File: src/logic/fpm_pkg.sv
// Constants, field layouts and carrier types for the flash page map block.
// Assumes a 16-bit CPU address bus and an 8-bit page select value.
// Behaviour
// [RULE1] Logical 0x4000-0xFFFF decodes as three flash windows
// [RULE2] Middle window follows the page select value
// [RULE3] Block address is page number over offset
// [RULE4] Page values 0x38-0x3F select pages 0-7
// [RULE5] Unpaged windows fixed to pages 0x3E, 0x3F
// [RULE6] Protection register can protect whole block
// [RULE7] Lower region grows up 1-8 Kbyte
// [RULE8] Higher region grows down 2-16 Kbyte
// [RULE9] Remaining region has independent protection
// [RULE10] Backdoor key at 0xFF00-0xFF07 and alias
// [RULE11] Protection byte at 0xFF0D and alias
// [RULE12] Security byte 0xFF0F; 0xFF08-0C, 0xFF0E reserved
// [RULE13] Sixteen byte registers at offsets 0x0-0xF
// [RULE14] Security register read-only
// [RULE15] Address and data holding registers read-only
// [RULE16] Offsets 0x7, 0xC-0xF factory test, read-only
// [RULE17] Security register loaded from flash at reset
// [RULE18] Writes to read-only offsets ignored, answered OKAY
package fpm_pkg;
    // Register indices; byte address on the bus is four times the index
    localparam logic [3:0] IDX_CLKDIV = 4'h0;
    localparam logic [3:0] IDX_SEC = 4'h1;
    localparam logic [3:0] IDX_TSTMOD = 4'h2;
    localparam logic [3:0] IDX_CNFG = 4'h3;
    localparam logic [3:0] IDX_PROT = 4'h4;
    localparam logic [3:0] IDX_STAT = 4'h5;
    localparam logic [3:0] IDX_CMD = 4'h6;
    localparam logic [3:0] IDX_ADDRHI = 4'h8;
    localparam logic [3:0] IDX_ADDRLO = 4'h9;
    localparam logic [3:0] IDX_DATAHI = 4'ha;
    localparam logic [3:0] IDX_DATALO = 4'hb;
    localparam logic [7:0] REG_RST = 8'h00;
    localparam logic [7:0] PROT_RST = 8'hff;
    localparam logic [7:0] SEC_FAULT = 8'hff;
    // Windows and pages
    localparam logic [1:0] WIN_NONE = 2'h0;
    localparam logic [1:0] WIN_LOW = 2'h1;
    localparam logic [1:0] WIN_PAGED = 2'h2;
    localparam logic [7:0] PG_LOW_FIXED = 8'h3e;
    localparam logic [7:0] PG_HIGH_FIXED = 8'h3f;
    localparam logic [4:0] PG_BASE_HI = 5'h07;
    localparam logic [2:0] PHYS_LOWER = 3'h6;
    localparam logic [2:0] PHYS_HIGHER = 3'h7;
    // Region sizes: lower 1 Kbyte << size, higher 2 Kbyte << size
    localparam logic [14:0] LOW_UNIT = 15'h0400;
    localparam logic [14:0] HIGH_UNIT = 15'h0800;
    localparam logic [14:0] WIN_SIZE = 15'h4000;
    // Configuration field, as offsets within the last page; CFG_SEC_BLK as a block address
    localparam logic [9:0] CFG_ROW = 10'h3f0;
    localparam logic [3:0] CFG_PROT = 4'hd;
    localparam logic [3:0] CFG_SEC = 4'hf;
    localparam logic [16:0] CFG_SEC_BLK = 17'h1ff0f;
    // Protection register fields
    localparam int PR_OPEN = 7;
    localparam int PR_OTHER = 6;
    localparam int PR_HDIS = 5;
    localparam int PR_LDIS = 2;

    typedef struct packed {
        logic hit;
        logic [16:0] blk_addr;
        logic low;
        logic high;
        logic other;
        logic wr_block;
        logic key;
        logic [2:0] key_idx;
        logic prot_byte;
        logic sec_byte;
        logic rsvd_byte;
    } fpm_dec_t;
endpackage

File: src/logic/fpm_top.sv
// Flash page map, protection region decode and control register file.
// Assumes an AXI4-Lite master, a CPU bus synchronous to ref_clk and a
// flash read port that answers the reset-time security load.
`timescale 1ns/100ps
module fpm_top import fpm_pkg::*; (
    // Clock and reset
    input wire logic ref_clk,
    input wire logic rstn,
    // AXI4-Lite slave
    input wire logic [5:0] s_axi_awaddr,
    input wire logic s_axi_awvalid,
    output logic s_axi_awready,
    input wire logic [31:0] s_axi_wdata,
    input wire logic [3:0] s_axi_wstrb,
    input wire logic s_axi_wvalid,
    output logic s_axi_wready,
    output logic [1:0] s_axi_bresp,
    output logic s_axi_bvalid,
    input wire logic s_axi_bready,
    input wire logic [5:0] s_axi_araddr,
    input wire logic s_axi_arvalid,
    output logic s_axi_arready,
    output logic [31:0] s_axi_rdata,
    output logic [1:0] s_axi_rresp,
    output logic s_axi_rvalid,
    input wire logic s_axi_rready,
    // CPU bus
    input wire logic [15:0] cpu_addr,
    input wire logic cpu_valid,
    input wire logic cpu_write,
    input wire logic [15:0] cpu_wdata,
    input wire logic [7:0] page_select_value,
    output fpm_dec_t dec_ff,
    // Reset-time flash read
    output logic ld_req,
    output logic [16:0] ld_addr,
    input wire logic ld_valid,
    input wire logic [7:0] ld_data,
    input wire logic ld_fault
);
    localparam logic [1:0] RESP_OKAY = 2'h0;
    localparam logic [1:0] RESP_SLVERR = 2'h2;

    typedef enum logic [2:0] {
        LD_IDLE = 3'b001,
        LD_WAIT = 3'b010,
        LD_RUN = 3'b100
    } fpm_ld_t;

    logic rst_meta_ff;
    logic rst_n_ff;
    fpm_ld_t ld_ff;
    fpm_ld_t nxt_ld;
    logic [7:0] clkdiv_ff;
    logic [7:0] sec_ff;
    logic [7:0] tstmod_ff;
    logic [7:0] cnfg_ff;
    logic [7:0] prot_ff;
    logic [7:0] stat_ff;
    logic [7:0] cmd_ff;
    logic [15:0] hold_addr_ff;
    logic [15:0] hold_data_ff;
    fpm_dec_t nxt_dec;
    logic [7:0] phys_pg;
    logic [14:0] off;
    logic wr_go;
    logic [3:0] wr_idx;
    logic [3:0] rd_idx;
    logic [7:0] rd_byte;
    logic wr_map;
    logic rd_map;

    // Reset released through two flops so the release is clean
    always_ff @(posedge ref_clk or negedge rstn) begin
        if (!rstn) begin
            rst_meta_ff <= 1'b0;
            rst_n_ff <= 1'b0;
        end else begin
            rst_meta_ff <= 1'b1;
            rst_n_ff <= rst_meta_ff;
        end
    end

    // Address decode
    always_comb begin
        nxt_dec = '0;
        off = {1'b0, cpu_addr[13:0]};
        unique case (cpu_addr[15:14])
            WIN_LOW: phys_pg = PG_LOW_FIXED; // [RULE5]
            WIN_PAGED: phys_pg = page_select_value; // [RULE2]
            default: phys_pg = PG_HIGH_FIXED; // [RULE5]
        endcase
        nxt_dec.hit = cpu_valid && (cpu_addr[15:14] != WIN_NONE)
            && (phys_pg[7:3] == PG_BASE_HI); // [RULE1] [RULE4]
        nxt_dec.blk_addr = {phys_pg[2:0], cpu_addr[13:0]}; // [RULE3] [RULE4]
        nxt_dec.low = nxt_dec.hit && (phys_pg[2:0] == PHYS_LOWER)
            && (off < (LOW_UNIT << prot_ff[1:0])); // [RULE7]
        nxt_dec.high = nxt_dec.hit && (phys_pg[2:0] == PHYS_HIGHER)
            && (off >= WIN_SIZE - (HIGH_UNIT << prot_ff[4:3])); // [RULE8]
        nxt_dec.other = nxt_dec.hit && !nxt_dec.low && !nxt_dec.high; // [RULE9]
        // Whole-block protection overrides the per-region enables
        nxt_dec.wr_block = nxt_dec.hit && (!prot_ff[PR_OPEN]
            || (nxt_dec.low && !prot_ff[PR_LDIS])
            || (nxt_dec.high && !prot_ff[PR_HDIS])
            || (nxt_dec.other && prot_ff[PR_OTHER])); // [RULE6] [RULE9]
        if (nxt_dec.hit && phys_pg[2:0] == PHYS_HIGHER && cpu_addr[13:4] == CFG_ROW) begin
            nxt_dec.key = !cpu_addr[3]; // [RULE10]
            nxt_dec.key_idx = cpu_addr[2:0]; // [RULE10]
            nxt_dec.prot_byte = cpu_addr[3:0] == CFG_PROT; // [RULE11]
            nxt_dec.sec_byte = cpu_addr[3:0] == CFG_SEC; // [RULE12]
            nxt_dec.rsvd_byte = cpu_addr[3] && !nxt_dec.prot_byte
                && !nxt_dec.sec_byte; // [RULE12]
        end
    end

    always_ff @(posedge ref_clk or negedge rst_n_ff) begin
        if (!rst_n_ff) begin
            dec_ff <= '0;
        end else begin
            dec_ff <= nxt_dec;
        end
    end

    // Holding registers capture the last CPU write into the flash block
    always_ff @(posedge ref_clk or negedge rst_n_ff) begin
        if (!rst_n_ff) begin
            hold_addr_ff <= '0;
            hold_data_ff <= '0;
        end else if (nxt_dec.hit && cpu_write) begin
            hold_addr_ff <= nxt_dec.blk_addr[16:1];
            hold_data_ff <= cpu_wdata;
        end
    end

    // Security load sequence after reset release
    always_comb begin
        nxt_ld = ld_ff;
        unique case (ld_ff)
            LD_IDLE: nxt_ld = LD_WAIT;
            LD_WAIT: if (ld_valid) nxt_ld = LD_RUN;
            LD_RUN: nxt_ld = LD_RUN;
        endcase
    end

    always_ff @(posedge ref_clk or negedge rst_n_ff) begin
        if (!rst_n_ff) begin
            ld_ff <= LD_IDLE;
        end else begin
            ld_ff <= nxt_ld;
        end
    end

    assign ld_req = (ld_ff == LD_WAIT);
    assign ld_addr = CFG_SEC_BLK; // [RULE17]

    // A double fault on the load leaves the part secured, keys disabled
    always_ff @(posedge ref_clk or negedge rst_n_ff) begin
        if (!rst_n_ff) begin
            sec_ff <= SEC_FAULT;
        end else if (ld_ff == LD_WAIT && ld_valid) begin
            sec_ff <= ld_fault ? SEC_FAULT : ld_data; // [RULE17]
        end
    end

    // AXI4-Lite write: address and data are taken together
    assign wr_go = s_axi_awvalid && s_axi_wvalid && !s_axi_bvalid;
    assign s_axi_awready = wr_go;
    assign s_axi_wready = wr_go;
    assign wr_idx = s_axi_awaddr[5:2];
    assign wr_map = (s_axi_awaddr[1:0] == 2'h0); // [RULE13]

    always_ff @(posedge ref_clk or negedge rst_n_ff) begin
        if (!rst_n_ff) begin
            s_axi_bvalid <= 1'b0;
            s_axi_bresp <= RESP_OKAY;
        end else if (wr_go) begin
            s_axi_bvalid <= 1'b1;
            s_axi_bresp <= wr_map ? RESP_OKAY : RESP_SLVERR; // [RULE18]
        end else if (s_axi_bready) begin
            s_axi_bvalid <= 1'b0;
        end
    end

    // Only the read/write offsets take bus writes; the rest ignore writes
    always_ff @(posedge ref_clk or negedge rst_n_ff) begin
        if (!rst_n_ff) begin
            clkdiv_ff <= REG_RST;
            tstmod_ff <= REG_RST;
            cnfg_ff <= REG_RST;
            prot_ff <= PROT_RST;
            stat_ff <= REG_RST;
            cmd_ff <= REG_RST;
        end else if (wr_go && wr_map && s_axi_wstrb[0]) begin
            unique case (wr_idx)
                IDX_CLKDIV: clkdiv_ff <= s_axi_wdata[7:0];
                IDX_TSTMOD: tstmod_ff <= s_axi_wdata[7:0];
                IDX_CNFG: cnfg_ff <= s_axi_wdata[7:0];
                IDX_PROT: prot_ff <= s_axi_wdata[7:0];
                IDX_STAT: stat_ff <= s_axi_wdata[7:0];
                IDX_CMD: cmd_ff <= s_axi_wdata[7:0];
                default: ; // [RULE14] [RULE15] [RULE16] [RULE18]
            endcase
        end
    end

    // AXI4-Lite read
    assign s_axi_arready = !s_axi_rvalid;
    assign rd_idx = s_axi_araddr[5:2];
    assign rd_map = (s_axi_araddr[1:0] == 2'h0);

    always_comb begin
        unique case (rd_idx)
            IDX_CLKDIV: rd_byte = clkdiv_ff;
            IDX_SEC: rd_byte = sec_ff;
            IDX_TSTMOD: rd_byte = tstmod_ff;
            IDX_CNFG: rd_byte = cnfg_ff;
            IDX_PROT: rd_byte = prot_ff;
            IDX_STAT: rd_byte = stat_ff;
            IDX_CMD: rd_byte = cmd_ff;
            IDX_ADDRHI: rd_byte = hold_addr_ff[15:8];
            IDX_ADDRLO: rd_byte = hold_addr_ff[7:0];
            IDX_DATAHI: rd_byte = hold_data_ff[15:8];
            IDX_DATALO: rd_byte = hold_data_ff[7:0];
            default: rd_byte = REG_RST; // [RULE16]
        endcase
    end

    always_ff @(posedge ref_clk or negedge rst_n_ff) begin
        if (!rst_n_ff) begin
            s_axi_rvalid <= 1'b0;
            s_axi_rdata <= '0;
            s_axi_rresp <= RESP_OKAY;
        end else if (s_axi_arvalid && s_axi_arready) begin
            s_axi_rvalid <= 1'b1;
            s_axi_rdata <= {24'h000000, rd_map ? rd_byte : REG_RST}; // [RULE13]
            s_axi_rresp <= rd_map ? RESP_OKAY : RESP_SLVERR;
        end else if (s_axi_rready) begin
            s_axi_rvalid <= 1'b0;
        end
    end

    // Checks
    a_window_hit: assert property (@(posedge ref_clk) disable iff (!rst_n_ff) // [RULE1]
        cpu_valid && cpu_addr[15:14] == WIN_LOW |=> dec_ff.hit)
        else $error("unpaged low window not decoded");
    a_paged_map: assert property (@(posedge ref_clk) disable iff (!rst_n_ff) // [RULE2]
        cpu_valid && cpu_addr[15:14] == WIN_PAGED && page_select_value == 8'h39
        |=> dec_ff.hit && dec_ff.blk_addr[16:14] == 3'h1)
        else $error("paged window maps to wrong page");
    a_blk_offset: assert property (@(posedge ref_clk) disable iff (!rst_n_ff) // [RULE3]
        dec_ff.hit |-> dec_ff.blk_addr[13:0] == $past(cpu_addr[13:0]))
        else $error("block offset differs from CPU offset");
    a_page_range: assert property (@(posedge ref_clk) disable iff (!rst_n_ff) // [RULE4]
        cpu_addr[15:14] == WIN_PAGED && page_select_value < 8'h38 |=> !dec_ff.hit)
        else $error("page value below range decoded");
    a_fixed_high: assert property (@(posedge ref_clk) disable iff (!rst_n_ff) // [RULE5]
        cpu_valid && cpu_addr[15:14] == 2'h3 |=> dec_ff.blk_addr[16:14] == PHYS_HIGHER)
        else $error("top window not on last page");
    a_prot_all: assert property (@(posedge ref_clk) disable iff (!rst_n_ff) // [RULE6]
        nxt_dec.hit && !prot_ff[PR_OPEN] |=> dec_ff.wr_block)
        else $error("whole-block protection not applied");
    a_low_edge: assert property (@(posedge ref_clk) disable iff (!rst_n_ff) // [RULE7]
        cpu_valid && cpu_addr == 16'h4400 && prot_ff[1:0] == 2'h0 |=> !dec_ff.low)
        else $error("lower region too large");
    a_high_edge: assert property (@(posedge ref_clk) disable iff (!rst_n_ff) // [RULE8]
        cpu_valid && cpu_addr == 16'hf800 && prot_ff[4:3] == 2'h0 |=> dec_ff.high)
        else $error("higher region start wrong");
    a_sec_byte: assert property (@(posedge ref_clk) disable iff (!rst_n_ff) // [RULE12]
        cpu_valid && cpu_addr == 16'hff0f |=> dec_ff.sec_byte && !dec_ff.rsvd_byte)
        else $error("security byte not flagged");
    a_sec_load: assert property (@(posedge ref_clk) disable iff (!rst_n_ff) // [RULE17]
        ld_req && ld_valid && !ld_fault |=> sec_ff == $past(ld_data) ##1 !ld_req)
        else $error("security byte not loaded");
    a_sec_ro: assert property (@(posedge ref_clk) disable iff (!rst_n_ff) // [RULE14]
        ld_ff == LD_RUN && $past(ld_ff) == LD_RUN |-> $stable(sec_ff))
        else $error("security register changed after load");
endmodule // fpm_top

File: config.mk
export PLATFORM = sky130hd
export DESIGN_NAME = fpm_top
export DESIGN_NICKNAME = d
export VERILOG_FILES = /design/src/logic/fpm_pkg.sv /design/src/logic/fpm_top.sv
export SDC_FILE = /design/constraint.sdc
export NUM_CORES = 1
export LEC_CHECK = 0
export ABC_AREA = 1
export BUFFER_PORTS_ARGS = -buffer_cell sky130_fd_sc_hd__clkbuf_2
export CORE_ASPECT_RATIO = 1.25
export CORE_MARGIN = 3
export CORE_UTILIZATION = 56
export CTS_CLUSTER_DIAMETER = 200
export DETAILED_ROUTE_END_ITERATION = 8
export GPL_ROUTABILITY_DRIVEN = 0
export GPL_TIMING_DRIVEN = 0
export PLACE_DENSITY = 0.9
export SLEW_MARGIN = 20
export SYNTH_ARGS = -nofsm -noshare
export SYNTH_HDL_FRONTEND = slang
export SYNTH_SLANG_ARGS = --single-unit
File: constraint.sdc
create_clock -name ref_clk -period 11.6 [get_ports ref_clk]
set_input_delay 0.58 -clock ref_clk [delete_from_list [all_inputs] [get_ports ref_clk]]
set_output_delay 0.58 -clock ref_clk [all_outputs]
set_load 0.005 [all_outputs]
# After elaboration in Yosys (flattened, before gate mapping)
# Cells that the tools add are included.
[classes]
n_shift = 2
n_mux = 13
n_lt_le_gt_ge = 2
n_addsub = 1
n_eq_ne = 27
reduce_logical = 48
[ops]
columns = ["cell", "n"]
rows = [
  ["8-bit one-hot mux with 11 select lines", 1],
  ["4-bit by 3-bit == test with 1-bit output (second input constant)", 6],
  ["4-bit == test (second input constant)", 6],
  ["1-bit logical AND", 22],
  ["4-bit by 2-bit == test with 1-bit output (second input constant)", 4],
  ["8-bit two-way mux", 2],
  ["8-bit one-hot mux with 2 select lines", 1],
  ["14-bit by 15-bit >= comparator with 1-bit output", 1],
  ["14-bit by 15-bit < comparator with 1-bit output", 1],
  ["11-bit by 2-bit left shift with 15-bit output (first input constant)", 1],
  ["12-bit by 2-bit left shift with 15-bit output (first input constant)", 1],
  ["15-bit subtractor (first input constant)", 1],
  ["2-bit AND reduction", 6],
  ["10-bit == test (second input constant)", 1],
  ["1-bit logical NOT", 10],
  ["3-bit == test (second input constant)", 3],
  ["3-bit one-hot mux with 3 select lines", 1],
  ["4-bit logical NOT", 2],
  ["7-bit two-way mux", 1],
  ["2-bit nonzero test", 3],
  ["5-bit by 3-bit == test with 1-bit output (second input constant)", 1],
  ["4-bit by 1-bit == test with 1-bit output (second input constant)", 1],
  ["2-bit logical NOT", 2],
  ["1-bit two-way mux", 4],
  ["8 further kinds", 11],
]
[totals]
wordCells = 121
regBits = 136
in_bits = 107
output_inout_bits = 88

# Logic depth before layout (Yosys ltp)
# Gate-level depths: netlist of run 1.
[logic_depth]
ltp_word = 12
ltp_mapped = 12
ltp_nobuf = 12

# Least setup slack after synthesis of run 1
# OpenSTA, ideal clock, no wires.
[synth_timing]
path_kind = "input -> register"
startpoint = "input cpu_addr[14]"
endpoint = "register hold_addr_ff[8]"
slack_ns = 9.764
setup_ns = 0.125
cell_stages = 8
t_arrival_ns = 1.711
n_path_buf = 0
t_required_ns = 11.475
path_cell_list = "inv_1 ha_1 inv_1 nor2_2 o21ai_1 nand2_2 nor2_4 mux2_2"
[synth_via]
elab_chain_cells = 5
word_cells_on_any_way = 8
classes_between = "eq/ne (3); mux (1); reduce/logical (4)"
[synth_rtl]
columns = ["element", "line_no", "source"]
rows = [
  ["from (decl)", "fpm_top.sv:28", "input wire logic [15:0] cpu_addr,"],
  ["2-bit == test or 2-bit by 1-bit == test with 1-bit output (tied branches)", "fpm_top.sv:88", "unique case (cpu_addr[15:14])"],
  ["8-bit one-hot mux with 2 select lines", "fpm_top.sv:88", ""],
  ["5-bit by 3-bit == test with 1-bit output", "fpm_top.sv:94", "&& (phys_pg[7:3] == PG_BASE_HI);"],
  ["1-bit logical AND (*)", "fpm_top.sv:94", ""],
  ["1-bit logical AND (*)", "fpm_top.sv:129", "end else if (nxt_dec.hit && cpu_write) begin"],
  ["to (signal assigned)", "fpm_top.sv:130", "hold_addr_ff <= nxt_dec.blk_addr[16:1];"],
  ["to (decl)", "fpm_top.sv:61", "logic [15:0] hold_addr_ff;"],
]
# Every way passes the cells marked *; elsewhere a longest branch is shown, timed or not.
# A chain may end at the register's enable or synchronous reset.

# Worst setup path after layout of run 1
[layout_timing]
startpoint = "register s_axi_bvalid"
endpoint = "output s_axi_wready"
[layout_via]
elab_chain_cells = 2
[layout_rtl]
columns = ["element", "line_no", "source"]
rows = [
  ["from (decl)", "fpm_top.sv:18", "output logic s_axi_bvalid,"],
  ["from (signal assigned)", "fpm_top.sv:174", "s_axi_bvalid <= 1'b0;"],
  ["from (signal assigned)", "fpm_top.sv:177", "s_axi_bvalid <= 1'b1;"],
  ["from (signal assigned)", "fpm_top.sv:180", "s_axi_bvalid <= 1'b0;"],
  ["1-bit logical NOT", "fpm_top.sv:166", "assign wr_go = s_axi_awvalid && s_axi_wvalid && !s_axi_bvalid;"],
  ["1-bit logical AND", "fpm_top.sv:166", ""],
  ["to (decl)", "fpm_top.sv:16", "output logic s_axi_wready,"],
]
# Every way passes these cells.

==> summary.txt, run 1 <==
Layout
  • N_diodes: 0
  • Share of post-route cells with drive strength above 1: 30.1%
  • Fin nets: 1014
  • Area grow syn2layout: 25.0%

Die
  • Io pins: 195
  • Chip Height: 125 um
  • Chip width: 101 um
  • Rows: 42
  • DIE AREA: 0.0126 sq mm
  • Initial Util: 58.6%
  • Placeable Area: 0.0108 sq mm

Global routing
  • Total global routing track utilization: 25.7%
  • Pin count of the biggest net entering global routing: 55
  • Initial antenna violation count: 0
  • Total congestion overflow: 0
  • Number of global-route vias before repair: 5537
  • First-pass GRT wire length: 25400 um

CTS
  • Clock latency at the later pin of the worst-skew pair: 0.42 ns
  • Number of clock buffers inserted by TritonCTS: 17
  • Htree depth: 4
  • CTS tree: built
  • Max clock buf depth: 2
  • Sink Count: 134
  • Postcts setup bufs: 0
  • Clock-pin slew on the worst setup and hold paths: 0.06 ns
  • CTS root buf: clkbuf_16

Worst setup path
  • Delay-heaviest family, CP: flip-flops
  • WS Path Type: reg2out
  • R2R Setup Slk: 9.90 ns
  • Worst path cell trace: inv_2 -> nand3_2 -> inv_1 -> buf_4 -> clkbuf_2
  • CP Max Fanout: 3
  • Buffers & Inverters on Critical Path: 4
  • Worst EP arrival: 1.26 ns
  • Crit. End Element: primary output
  • CP max-delay cell: dfrtp_1
  • Startpoint Class: flip-flop
  • Worst endpoint required time: 11.02 ns
  • Critical Path Max Stage Delay: 0.39 ns

Place
  • DP Wirelength: 11300 um
  • Port Buffers: 124

STA
  • RSZ-0062 raised after global routing: no
  • Slew Limit Fails: 0
  • Final setup vio count: 0
  • Final Hold Violating Endpoints: 0
  • Sum Neg Setup Slack: 0 ns
  • Tmin final: 1.84 ns
  • Hold Worst Slack: 0.284 ns
  • F_max: 542 MHz
  • Setup Skew: 0.00763 ns
  • Fin crit share: 15.9%

Pwr
  • Power per cell area: 152 mW/mm^2
  • LEAKAGE: 0.00424 uW
  • Worst vdd ir: 135 uV

Routing
  • Vias per cell: 5.24
  • WL per Instance: 15.0 um
  • # DRC: 0
  • Final WL: 15600 um
  • First-pass DRT Iterations: 6
  • Number of routed nets with antenna violations: 0
  • Via count: 5458
  • Initial drt markers: 496

Logic synthesis
  • Warnings from Yosys: 0
  • Number of synthesized flops with an enable pin: 0
  • Cell variety after synth: 36
  • Mapped Cells: 707
  • Post-synthesis async set-or-reset flop share: 100%
  • Netlist Area Pre-Place: 0.00631 sq mm
  • Top_reg_cell synth: dfrtp_1
  • Seq/Total Area, Yosys: 53.4%
  • Syn avg cell area: 8.93 sq um
  • Post-synthesis register bit count: 134

Min path
  • Tightest Hold Check Type: reg2async

Status
  • Status: finished, final reports clean

Run
  • Max_cap viols: 0
-- final timing paths --
kind / from / endpoint / cells past startpoint
setup / recovery: s_axi_bvalid / s_axi_wready / 5
min in group ref_clk: cpu_addr[0] / dec_ff[11] / 1
hold reg to reg: rst_n_ff / ld_ff[1] / 0
setup reg to reg: prot_ff[1] / dec_ff[7] / 12
max in group asynchronous: rst_n_ff / sec_ff[0] / 1
hold / removal: rst_n_ff / ld_ff[1] / 0
-- synth_stat cells, drive strengths merged (8+ instances only) --
library cell,n,area (sq um)
a21oi,8,40.0
buf,58,452
dfrtp,117,2930
dfstp,17,447
ha,11,138
inv,89,334
nand2,194,796
nand3,11,60.1
nor2,42,198
nor3,11,70.1
o21ai,112,591
o22ai,12,75.1
-- cells in the final DEF (no fill, tap or decap), drive strengths merged --
cell type	count
dfstp	17
or2	1
nor2	42
o21ai	112
dfrtp	117
clkinv	6
conb	45
clkinvlp	5
clkbuf	145
buf	60
o22ai	12
bufinv	1
nand2	194
a21oi	8
inv	89
mux2	2
nand4	4
a31oi	5
nor3	11
nor4	2
ha	11
and2	2
nand3	11
o211a	1
a22o	1
dlygate4sd3	1
nand3b	3
o2111ai	1
-- routing by layer --
metal	vias up	global-route usage [%]	routed length, um
met2	291	45.1	8200
met5	-	0	0
met4	0	11.6	627
li1	2546	-	-
met3	69	6.33	1230
met1	2552	28.9	5590
-- logic make-up after synthesis --
kind of cell	count (synthesis)	synth area share (%)
multiplexers	2	0.357
flip-flops	134	53.4
AND/OR/NAND/NOR	270	19.3
AO/OA/AOI/OAI	140	12.1
other	2	0.119
buffers and inverters	148	12.5
adder cells (fa/ha/maj)	11	2.18
-- worst reg2reg max path: stages, from the launching register on --
cell and delay (ns):
dfstp_2 0.57, inv_1 0.07, nand2_1 0.06, ha_1 0.21, o21ai_0 0.14, nand2_1 0.07
nand2_1 0.07, nand2_1 0.06, nand2_1 0.06, nand2_1 0.08, nor2_1 0.09, nor2_1 0.04
a21oi_1 0.11
-- timing repair --
item / 4_1_cts / 5_1_grt
gates resized for setup: 0 / 0
hold buffers: 1 / 0
hold endpoints to repair: 2 / 0
-- layout make-up --
class | count | area (sq um)
Tap cell | 132 | 165
Fill cell | 758 | 2880
Clock inverter | 12 | 105
Buffer | 59 | 455
Sequential cell | 134 | 3380
Clock buffer | 20 | 457
Inverter | 89 | 334
Multi-Input combinational cell | 468 | 2310
Timing Repair Buffer | 127 | 686
-- state kept, by name, summed over array words and instances (netlist names), 3 cells and up --
register	flops
tstmod_ff	8
s_axi_rdata	8
cnfg_ff	8
ld_ff	3
stat_ff	8
hold_addr_ff	16
sec_ff	8
clkdiv_ff	8
dec_ff	29
hold_data_ff	16
prot_ff	8
cmd_ff	8
-- stage by stage --
step	cells	util, %	cell area (sq um)	setup WS (ns)	total power [uW]
detailed placement	1008	67.9	7320	9.46	699
global placement	1006	67.4	7260	6.35	688
CTS	1041	73.3	7890	9.74	1200
finish	1041	73.3	7890	9.76	1200
floorplan	750	-	6470	7.62	640
global route	1041	73.3	7890	9.67	1250
-- report_power, final --
part	leakage [uW]	switching, uW	internal, uW
combinational	0.00229	90.7	60.0
sequential	0.00168	22.5	524
clock	0.000264	196	304
Note: power is estimated with default switching activity, not from simulation.
==> inputs of run 2 (changes only) <==
--- a/config.mk
+++ b/config.mk
@@ -9,12 +9,12 @@
 export BUFFER_PORTS_ARGS = -buffer_cell sky130_fd_sc_hd__clkbuf_2
 export CORE_ASPECT_RATIO = 1.25
 export CORE_MARGIN = 3
-export CORE_UTILIZATION = 56
+export CORE_UTILIZATION = 52
 export CTS_CLUSTER_DIAMETER = 200
 export DETAILED_ROUTE_END_ITERATION = 8
 export GPL_ROUTABILITY_DRIVEN = 0
 export GPL_TIMING_DRIVEN = 0
-export PLACE_DENSITY = 0.9
+export PLACE_DENSITY = 0.85
 export SLEW_MARGIN = 20
 export SYNTH_ARGS = -nofsm -noshare
 export SYNTH_HDL_FRONTEND = slang
==> constraint.sdc (replaced) <==
create_clock -name ref_clk -period 1.9 [get_ports ref_clk]
set_input_delay 0.095 -clock ref_clk [delete_from_list [all_inputs] [get_ports ref_clk]]
set_output_delay 0.095 -clock ref_clk [all_outputs]
set_load 0.005 [all_outputs]
==> run 2 against run 1 <==
Effect of this change:
- routed wire length up 7.1%
- setup slack worse by 9.6 ns
- via count up 3.4%
- combinational power rose to 6.6 times the previous value
- critical path depth up 7
- critical endpoint is now dec_ff[7]
- sequential share of layout area down 2.8 points
==> summary.txt, run 2 (same netlist as run 1, synthesis figures left out) <==
Status
  • Status: finished, final reports clean

CTS
  • Clock latency at the later pin of the worst-skew pair: 0.42 ns
  • CTS tree: built
  • Clock-pin slew on the worst setup and hold paths: 0.06 ns
  • CTS root buf: clkbuf_16
  • Htree depth: 4
  • Post-cts sizing count: 0
  • Max clock buf depth: 2
  • Sink Count: 134
  • Number of clock buffers inserted by TritonCTS: 17

Worst setup path
  • Worst endpoint required time: 2.24 ns
  • Worst EP arrival: 2.04 ns
  • Crit. End Element: flip-flop
  • CP Max Fanout: 5
  • Startpoint Class: flip-flop
  • WS Path Type: reg2reg

Die
  • Io pins: 195
  • DIE AREA: 0.0135 sq mm
  • Initial Util: 53.8%
  • Chip Height: 129 um
  • Placeable Area: 0.0117 sq mm
  • Chip width: 105 um
  • Rows: 44

Layout
  • Area grow syn2layout: 33.8%
  • Largest registers: dec_ff: 29 flops, hold_addr_ff: 16 flops, hold_data_ff: 16 flops
  • Register area: 0.00338 sq mm
  • N_diodes: 0
  • Fill count: 796
  • Footprint of the multi-input gates: 0.00231 sq mm
  • Post-route cell area: 0.00845 sq mm
  • Fin nets: 1060
  • Commonest non-fill, non-tap cell in the layout: nand2_1
  • Biggest register: dec_ff
  • Share of post-route cells with drive strength above 1: 28.7%
  • Leading cell types in the layout, fill and taps excluded: 181 x nand2_1, 124 x clkbuf_2, 116 x dfrtp_1, 87 x inv_1, 57 x o21ai_0
  • Max reg flops: 29

Routing
  • Initial drt markers: 507
  • Vias per cell: 5.06
  • Met2 Routed Length: 9090 um
  • First-pass DRT Iterations: 5
  • Top Metal Used: met4
  • Via count: 5644
  • Final WL: 16700 um
  • Met3 wire len: 996 um
  • # DRC: 0
  • Number of routed nets with antenna violations: 0
  • WL per Instance: 15.0 um
  • WL met1: 6190 um

Pwr
  • Seq pwr share: 42.6%
  • Combinational Power Share: 12.8%
  • Psw: 1970 uW
  • Switching Share: 25.3%
  • Clock network fraction of total power: 44.5%
  • LEAKAGE: 0.00447 uW
  • Power per cell area: 924 mW/mm^2
  • Internal power consumption: 5830 uW
  • Worst vdd ir: 568 uV

STA
  • Fin crit share: 89.8%
  • Post-route setup slack: 0.194 ns
  • Final setup vio count: 0
  • Final Hold Violating Endpoints: 0
  • Tmin final: 1.71 ns
  • Slew Limit Fails: 0
  • Setup Skew: 0.00640 ns
  • F_max: 586 MHz
  • Worst-margin pin slew: 0.517 ns
  • RSZ-0062 raised after global routing: no
  • Slew HR: 65.3%
  • Sum Neg Setup Slack: 0 ns

Global routing
  • Pin count of the biggest net entering global routing: 61
  • Total congestion overflow: 0
  • Number of global-route vias before repair: 5597
  • Total global routing track utilization: 25.4%
  • First-pass GRT wire length: 27100 um
  • Initial antenna violation count: 0

Place
  • Post-Place Setup Slack: 0.185 ns
  • DP Wirelength: 10900 um
  • Placed Instance Area: 0.00735 sq mm
  • Port Buffers: 124

Min path
  • Tightest Hold Check Type: in2reg

Run
  • Max_cap viols: 0
==> run 2: power groups by stage <==
stage          sequential (uW)  combinational, uW  clock (uW)
4_1_cts                   3320                986        3470
3_5_place_dp              3370                891           0
2_1_floorplan             3370                536           0
5_1_grt                   3360               1130        3630
3_3_place_gp              3400                809           0
6_report                  3330               1000        3480
==> run 2: worst max-delay path: stages (launching register included) <==
cell and delay [ns]:
dfstp_2 0.57, inv_1 0.06, nand2_1 0.06, ha_1 0.21, o21ai_0 0.14, nand2_1 0.07, nand2_1 0.06, nand2_1 0.05
nand2_1 0.05, nand2_1 0.08, nor2_1 0.09, nor2_1 0.05, a21oi_1 0.13
==> run 2: area by class of cell <==
| type | count | area share (%) |
|---|---|---|
| Clock buffer | 18 | 5.08 |
| Tap cell | 161 | 2.38 |
| Clock inverter | 14 | 2.37 |
| Sequential cell | 134 | 40.0 |
| Timing Repair Buffer | 173 | 13.5 |
| Multi-Input combinational cell | 468 | 27.4 |
| Buffer | 59 | 5.39 |
| Inverter | 89 | 3.95 |
==> run 2: worst paths after layout <==
check                                startpoint             end  cells past startpoint  slack [ns]
worst max-delay path                 prot_ff[1]       dec_ff[7]                     12        0.19
worst min-delay path            s_axi_araddr[0]  s_axi_rdata[1]                      4        0.02
worst max register to register       prot_ff[1]       dec_ff[7]                     12        0.19
worst min register to register         rst_n_ff        ld_ff[1]                      0        0.27
max in group asynchronous              rst_n_ff       sec_ff[6]                      2        0.70
min in group asynchronous              rst_n_ff        ld_ff[1]                      0        0.27
==> run 2: metrics by stage <==
stage | cells | utilization [%] | hold WS (ns) | power [uW]
2_1_floorplan | 750 | - | -0.201 | 3910
3_3_place_gp | 1035 | 62.3 | -0.118 | 4210
3_5_place_dp | 1037 | 62.7 | -0.115 | 4260
4_1_cts | 1116 | 72.0 | 0.00368 | 7780
5_1_grt | 1116 | 72.0 | 0.0311 | 8120
6_report | 1116 | 72.0 | 0.0247 | 7810
==> run 2: per-layer routing <==
layer  vias to the layer above  global-route usage, %
li1                       2641                      -
met1                      2692                   28.2
met2                       260                   47.8
met3                        51                   5.43
met4                         0                   9.94
met5                         -                      0
==> run 2: repair_timing <==
action / in CTS / in global routing
endpoints found under the hold margin: 62 / 0
hold buffers: 47 / 0
buffers inserted: 0 / 0
